**src/design/asrc_pkg.sv**
```systemverilog
// package: timing constants and types for the async sram host controller
package asrc_pkg;
   localparam int CLK_PERIOD_NS = 10;
   localparam int IDX_W = 10;
   localparam int DATA_W = 8;
   localparam int DEPTH = 1024;
   // slowest grade figures, in ns, so any grade part is met
   localparam int INDEX_ACCESS_TIME_NS = 120;
   localparam int SELECT_ACCESS_TIME_NS = 60;
   localparam int DRIVE_FLOAT_TIME_NS = 30;
   localparam int WRITE_FLOAT_TIME_NS = 30;
   localparam int INDEX_SETUP_TIME_NS = 0;
   localparam int INDEX_HOLD_TIME_NS = 40;
   localparam int STROBE_WIDTH_NS = 45;
   localparam int STROBE_LEAD_TIME_NS = 75;
   localparam int WDATA_SETUP_TIME_NS = 10;
   localparam int WDATA_HOLD_TIME_NS = 15;
   localparam int READ_PERIOD_NS = 120;
   localparam int WRITE_PERIOD_NS = 120;
   localparam int POWERUP_WAIT_NS = 2000000;
   // least times round up to whole cycles
   localparam int READ_CYC = (INDEX_ACCESS_TIME_NS + CLK_PERIOD_NS - 1) / CLK_PERIOD_NS + 1;
   localparam int WPULSE_CYC = (STROBE_LEAD_TIME_NS + CLK_PERIOD_NS - 1) / CLK_PERIOD_NS;
   localparam int WHOLD_CYC = (WDATA_HOLD_TIME_NS + CLK_PERIOD_NS - 1) / CLK_PERIOD_NS;
   localparam int FLOAT_CYC = (DRIVE_FLOAT_TIME_NS + CLK_PERIOD_NS - 1) / CLK_PERIOD_NS;
   localparam int WPERIOD_CYC = (WRITE_PERIOD_NS + CLK_PERIOD_NS - 1) / CLK_PERIOD_NS;
   localparam int POWERUP_CYC = (POWERUP_WAIT_NS + CLK_PERIOD_NS - 1) / CLK_PERIOD_NS;
   localparam int CNT_W = 18;
   typedef enum logic [2:0] {
      ASRC_PWR = 3'b000,
      ASRC_IDLE = 3'b001,
      ASRC_READ = 3'b011,
      ASRC_WFLT = 3'b010,
      ASRC_WPUL = 3'b110,
      ASRC_WHLD = 3'b111,
      ASRC_GAP = 3'b101
   } asrc_state_t;
endpackage : asrc_pkg

```
**src/design/asrc_ctrl.sv**
```systemverilog
// module: host controller driving the asynchronous 1k x 8 static memory pins
`timescale 1ns/1ns
module asrc_ctrl #(
   parameter int POWERUP_CYC = asrc_pkg::POWERUP_CYC
) (
   // clock and reset
   input wire logic i_clk_sys,
   input wire logic i_rst_n,
   // user request
   input wire logic i_req,
   input wire logic i_req_write,
   input wire logic [asrc_pkg::IDX_W-1:0] i_req_index,
   input wire logic [asrc_pkg::DATA_W-1:0] i_req_wdata,
   output logic o_req_ready,
   output logic o_done,
   output logic [asrc_pkg::DATA_W-1:0] o_rdata,
   // memory pins
   output logic [asrc_pkg::IDX_W-1:0] o_byte_index,
   output logic o_select_n,
   output logic o_drive_n,
   output logic o_wstrobe_n,
   input wire logic [asrc_pkg::DATA_W-1:0] i_data_io,
   output logic [asrc_pkg::DATA_W-1:0] o_data_io,
   output logic o_data_io_oe_n
);
   localparam logic [asrc_pkg::CNT_W-1:0] READ_CNT = asrc_pkg::CNT_W'(asrc_pkg::READ_CYC + 2);
   localparam logic [asrc_pkg::CNT_W-1:0] WPUL_CNT = asrc_pkg::CNT_W'(asrc_pkg::WPULSE_CYC);
   localparam logic [asrc_pkg::CNT_W-1:0] WHLD_CNT = asrc_pkg::CNT_W'(asrc_pkg::WHOLD_CYC);
   localparam logic [asrc_pkg::CNT_W-1:0] FLT_CNT = asrc_pkg::CNT_W'(asrc_pkg::FLOAT_CYC);
   localparam logic [asrc_pkg::CNT_W-1:0] GAP_CNT = asrc_pkg::CNT_W'(asrc_pkg::FLOAT_CYC);
   localparam logic [asrc_pkg::CNT_W-1:0] PWR_CNT = asrc_pkg::CNT_W'(POWERUP_CYC);

   asrc_pkg::asrc_state_t state_r, state_nxt;
   logic [asrc_pkg::CNT_W-1:0] cnt_r, cnt_nxt;
   logic [asrc_pkg::IDX_W-1:0] idx_r, idx_nxt;
   logic [asrc_pkg::DATA_W-1:0] wdata_r, wdata_nxt;
   logic [asrc_pkg::DATA_W-1:0] rdata_r, rdata_nxt;
   logic sel_n_r, sel_n_nxt;
   logic drv_n_r, drv_n_nxt;
   logic wst_n_r, wst_n_nxt;
   logic oe_n_r, oe_n_nxt;
   logic done_r, done_nxt;
   logic [asrc_pkg::DATA_W-1:0] data_sync;

   // bus pins come from another timing world
   asrc_sync #(.W(asrc_pkg::DATA_W)) u_sync (
      .i_clk_sys(i_clk_sys),
      .i_rst_n(i_rst_n),
      .i_async(i_data_io),
      .o_sync(data_sync)
   );

   always_comb begin
      state_nxt = state_r;
      cnt_nxt = cnt_r;
      idx_nxt = idx_r;
      wdata_nxt = wdata_r;
      rdata_nxt = rdata_r;
      sel_n_nxt = sel_n_r;
      drv_n_nxt = drv_n_r;
      wst_n_nxt = wst_n_r;
      oe_n_nxt = oe_n_r;
      done_nxt = 1'b0;
      if (cnt_r != '0) begin
         cnt_nxt = cnt_r - 1'b1;
      end
      unique case (state_r)
         asrc_pkg::ASRC_PWR: begin
            if (cnt_r == '0) begin
               state_nxt = asrc_pkg::ASRC_IDLE;
            end
         end
         asrc_pkg::ASRC_IDLE: begin
            if (i_req) begin
               idx_nxt = i_req_index;
               wdata_nxt = i_req_wdata;
               sel_n_nxt = 1'b0;
               if (i_req_write) begin
                  drv_n_nxt = 1'b1;
                  cnt_nxt = FLT_CNT;
                  state_nxt = asrc_pkg::ASRC_WFLT;
               end else begin
                  drv_n_nxt = 1'b0;
                  cnt_nxt = READ_CNT;
                  state_nxt = asrc_pkg::ASRC_READ;
               end
            end
         end
         asrc_pkg::ASRC_READ: begin
            if (cnt_r == '0) begin
               rdata_nxt = data_sync;
               done_nxt = 1'b1;
               sel_n_nxt = 1'b1;
               drv_n_nxt = 1'b1;
               cnt_nxt = GAP_CNT;
               state_nxt = asrc_pkg::ASRC_GAP;
            end
         end
         // let the memory float before we drive
         asrc_pkg::ASRC_WFLT: begin
            if (cnt_r == '0) begin
               // data driven a whole pulse before rise
               oe_n_nxt = 1'b0;
               // strobe falls last, index already stable
               wst_n_nxt = 1'b0;
               cnt_nxt = WPUL_CNT;
               state_nxt = asrc_pkg::ASRC_WPUL;
            end
         end
         // width and lead time kept, index held
         asrc_pkg::ASRC_WPUL: begin
            if (cnt_r == '0) begin
               wst_n_nxt = 1'b1;
               cnt_nxt = WHLD_CNT;
               state_nxt = asrc_pkg::ASRC_WHLD;
            end
         end
         asrc_pkg::ASRC_WHLD: begin
            if (cnt_r == '0) begin
               oe_n_nxt = 1'b1;
               sel_n_nxt = 1'b1;
               done_nxt = 1'b1;
               cnt_nxt = GAP_CNT;
               state_nxt = asrc_pkg::ASRC_GAP;
            end
         end
         // spacing and bus float before next access
         asrc_pkg::ASRC_GAP: begin
            if (cnt_r == '0) begin
               state_nxt = asrc_pkg::ASRC_IDLE;
            end
         end
         default: begin
            state_nxt = asrc_pkg::ASRC_IDLE;
         end
      endcase
   end

   always_ff @(posedge i_clk_sys or negedge i_rst_n) begin
      if (!i_rst_n) begin
         state_r <= asrc_pkg::ASRC_PWR;
         cnt_r <= PWR_CNT;
         idx_r <= '0;
         wdata_r <= '0;
         rdata_r <= '0;
         sel_n_r <= 1'b1;
         drv_n_r <= 1'b1;
         wst_n_r <= 1'b1;
         oe_n_r <= 1'b1;
         done_r <= 1'b0;
      end else begin
         state_r <= state_nxt;
         cnt_r <= cnt_nxt;
         idx_r <= idx_nxt;
         wdata_r <= wdata_nxt;
         rdata_r <= rdata_nxt;
         sel_n_r <= sel_n_nxt;
         drv_n_r <= drv_n_nxt;
         wst_n_r <= wst_n_nxt;
         oe_n_r <= oe_n_nxt;
         done_r <= done_nxt;
      end
   end

   assign o_req_ready = (state_r == asrc_pkg::ASRC_IDLE);
   assign o_done = done_r;
   assign o_rdata = rdata_r;
   assign o_byte_index = idx_r;
   assign o_select_n = sel_n_r;
   assign o_drive_n = drv_n_r;
   assign o_wstrobe_n = wst_n_r;
   assign o_data_io = wdata_r;
   assign o_data_io_oe_n = oe_n_r;
endmodule : asrc_ctrl

```
**src/design/asrc_sync.sv**
```systemverilog
// module: two flop synchroniser for the data bus pins
`timescale 1ns/1ns
module asrc_sync #(
   parameter int W = 8
) (
   // clock and reset
   input wire logic i_clk_sys,
   input wire logic i_rst_n,
   // data
   input wire logic [W-1:0] i_async,
   output logic [W-1:0] o_sync
);
   logic [W-1:0] meta_r;
   logic [W-1:0] sync_r;
   always_ff @(posedge i_clk_sys or negedge i_rst_n) begin
      if (!i_rst_n) begin
         meta_r <= '0;
         sync_r <= '0;
      end else begin
         meta_r <= i_async;
         sync_r <= meta_r;
      end
   end
   assign o_sync = sync_r;
endmodule : asrc_sync

```
**config.mk**
```make
export PLATFORM = sky130hd
export DESIGN_NAME = asrc_ctrl
export DESIGN_NICKNAME = d
export VERILOG_FILES = /design/src/design/asrc_pkg.sv /design/src/design/asrc_ctrl.sv /design/src/design/asrc_sync.sv
export SDC_FILE = /design/constraint.sdc
export NUM_CORES = 1
export LEC_CHECK = 0
export BUFFER_PORTS_ARGS = -buffer_cell sky130_fd_sc_hd__buf_2
export CORE_ASPECT_RATIO = 1.5
export CORE_UTILIZATION = 35
export DETAILED_ROUTE_END_ITERATION = 8
export GPL_ROUTABILITY_DRIVEN = 0
export GPL_TIMING_DRIVEN = 0
export PLACE_DENSITY = 0.53
export SYNTH_ARGS = -nofsm -noshare
export SYNTH_HDL_FRONTEND = slang
export SYNTH_SLANG_ARGS = --single-unit
```
**constraint.sdc**
```tcl
create_clock -name i_clk_sys -period 2.6 [get_ports i_clk_sys]
set_input_delay 0.26 -clock i_clk_sys [delete_from_list [all_inputs] [get_ports i_clk_sys]]
set_output_delay 0.26 -clock i_clk_sys [all_outputs]
set_load 0.005 [all_outputs]
```
==> qor.yml <==
status: "completed"
cp-start-kind: "flop"
setup.worst_path.end_class: "flop"
grt_max_degree: 69
grt_pass1_wl_mm: 11.1
clkSinkCount: 68
internal_power_mw: 2.56
synthToLayoutAreaGrowth_pct: 26.2
fillCellCount: 809
critPathRequiredTime_ns: 2.87
die_x_microns: 77.0
dieArea_sq_mm: 0.00882
yosys_warnings: 0
grt_pass1_vias: 2236
synth_area_leaders: "dfrtp_1, nand2_1, dfstp_2"
final.setup.tns_ns: 0
drt_pass1_iterations: 4
dpl.hpwl_mm: 4.58
fmax_mhz: 433
multi_input_area_sq_mm: 0.00117
numCtsBuffers: 9
place_inst: 447
io_pins: 62
synth.avg_cell_area_sq_um: 10.5
whs_path_depth: 1
drt_iter0_drc: 154
via_per_inst: 4.96
timing.final.crit_share: 0.888
nNetsFinal: 388
yosysSeqAreaShare: 0.580
yosys.area.top_type: "dfrtp_1"
core_area_sq_mm: 0.00811
insertion_delay_ns: 0.33
relSlewSlack: 0.429
fin_cells: 464
worstHoldEndpoint: "u_sync.meta_r[7]$_DFF_PN0_"
fin_skew_ns: 0.00541
clockRootBuffer: "clkbuf_16"
hold_viol_final: 0
p_clk_frac: 0.315
clk_pin_slew_ns: 0.06
ys_seq_elements: 68
combPwrFrac: 0.273
diodes: 0
p_switching_mw: 1.27
num_rows: 40
ff_latch_area_sq_mm: 0.00171
r2r_end: "cnt_r[0]$_DFF_PN0_"
synthCells: 281
cts_tree: "yes"
vdd_drop_max_mv: 0.508
synth.distinct_cells: 44
synth-edff-count: 0
cts_max_path_buffers: 2
worst_pin_slew_ns: 0.856
drive_gt1_frac: 0.312
synthArstFlopShare: 1.00
htree_num_levels: 3
cp_max_fo: 6
synth-main-ff-cell: "dfrtp_1"
min_period_ns: 2.31
max_cap_viol_count: 0
remaining_drc_errors: 0
rr_worst_depth: 11
leakagePower_nw: 1.74
antenna_found_initial: 0
port_buffers: 61
finalPower_mw: 3.83
vias: 2300
drt_wl_total_mm: 6.68
postSynthNetCount: 315
die_h_microns: 115
rsz0062_at_grt: "false"
grt_usage: 0.166
r2r_slack_ns: 0.29
synth_top_cell_area_share: 0.491
finalSetupViolCount: 0
swShare: 0.332
min_from: "i_data_io[7]"
crit_arrival_ns: 2.58
seq_power_share: 0.412
ant_nets: 0
cts_hold_buf: 0
critical_path_class: "reg -> reg"
fin_util: 0.460
grt_overflow: 0
hp-class: "in -> reg"
initial_core_util: 0.365
power_density_mw_per_mm2: 1030
timing.rr.start: "cnt_r[0]$_DFF_PN0_"
wl_per_cell_microns: 14.4
drv_slew: 0
syn_area_sq_mm: 0.00296
state kept, by name, indices dropped and copies added (netlist names):
register and cells:
o_data_io 8, o_select_n 1, o_data_io_oe_n 1, o_rdata 8
state_r 3, u_sync.meta_r 8, o_wstrobe_n 1, o_drive_n 1
cnt_r 18, o_byte_index 10, u_sync.o_sync 8, o_done 1
synth_stat cells (2+ instances only):
cell	number
nor3b_1	2
nand2b_1	3
o22a_1	2
dfstp_2	10
o31ai_1	8
or3_1	5
nor3_1	5
and3_1	3
nand2_1	74
buf_2	2
nor4b_1	2
nor4_4	2
mux2i_1	5
inv_1	5
nand3_1	3
a21oi_1	12
ha_1	4
mux2_2	11
a211oi_1	4
or4_1	3
dfrtp_1	58
a2111oi_0	2
nor2_1	12
a211o_1	2
o21ai_0	13
clkbuf_1	11
cells by family after synthesis:
kind of cell,count (synthesis),share of synthesized area
compound gates,50,0.110
fa+ha+maj,4,0.0169
buf+inv,19,0.0275
flops,68,0.580
mux,16,0.0588
simple gates,124,0.207
worst max-delay path, stage by stage (launching register included):
cell     delay (ns)
dfrtp_1        0.41
inv_1          0.13
ha_1           0.17
nor4b_2        0.28
nand3_2        0.25
nor2_2         0.21
inv_1          0.13
ha_1           0.21
nand2_1        0.06
o21ai_0        0.07
mux2_2         0.27
nand2_1        0.06
placed cells by master, fill, tap and decap left out, types with 2 or more instances in the layout:
cell        Yosys  layout
dfrtp_1        58      58
nor2_1         12      11
o31ai_1         8       8
clkinvlp_4      0       3
buf_2           2      62
a211o_1         2       2
nand3_1         3       2
a2111oi_0       2       2
or4_1           3       3
ha_1            4       4
o22a_1          2       2
dfstp_2        10      10
inv_1           5       5
mux2_2         11      11
o21ai_0        13      13
nor3_1          5       5
or3_1           5       5
nor4_4          2       2
clkbuf_1       11      11
nor3b_1         2       2
a21oi_1        12      12
a211oi_1        4       4
mux2i_1         5       5
nand2b_1        3       3
nand2_1        74      74
and3_1          3       3
clkbuf_16       0       9
layout make-up:
class,count,share of cell area
tap,105,0.0352
clock inverter,7,0.0201
multi-input combinational,194,0.315
timing repair buffer,62,0.0879
clock buffer,9,0.0604
buffer,14,0.0168
inverter,5,0.00503
sequential,68,0.460
metal layers:
layer  global-route usage  wire, microns  up-vias
met5                    0              0        -
met4                0.107            192        0
met3               0.0335            204       13
met2                0.276           3340       46
met1                0.196           2950     1115
li1                     -              -     1126
power by group through the flow:
stage | registers, mW | clock network (mW) | logic, mW
floorplan | 1.56 | 0 | 0.693
detailed placement | 1.59 | 0 | 1.04
CTS | 1.58 | 1.24 | 1.05
finish | 1.58 | 1.21 | 1.05
global placement | 1.59 | 0 | 1.02
global route | 1.62 | 1.29 | 1.19
repair_timing:
action | in CTS | in global routing
buffers inserted | 1 | 0
setup endpoints to repair | 8 | 7
resized for setup | 0 | 3
pin swaps | 1 | 1
worst max path at each step:
stage,end,slack (ns),startpoint,cells past startpoint
floorplan,cnt_r[0]$_DFF_PN0_,0.49,cnt_r[0]$_DFF_PN0_,11
global placement,o_rdata[7]$_DFFE_PN0P_,0.02,cnt_r[0]$_DFF_PN0_,6
detailed placement,o_rdata[2]$_DFFE_PN0P_,0.005,cnt_r[0]$_DFF_PN0_,6
CTS,cnt_r[0]$_DFF_PN0_,0.01,cnt_r[0]$_DFF_PN0_,11
global route,cnt_r[0]$_DFF_PN0_,0.03,cnt_r[0]$_DFF_PN0_,11
finish,cnt_r[0]$_DFF_PN0_,0.29,cnt_r[0]$_DFF_PN0_,11
through the flow:
stage / hold WS (ns) / setup slack [ns] / cell area [sq um]
4_1_cts: 0.0170 / 0.0132 / 3710
3_5_place_dp: 0.336 / 0.00522 / 3390
5_1_grt: 0.0174 / 0.0324 / 3730
3_3_place_gp: 0.333 / 0.0231 / 3390
2_1_floorplan: -0.0356 / 0.490 / 2960
6_report: 0.0303 / 0.290 / 3730
Note: power is estimated with default switching activity, not from simulation.
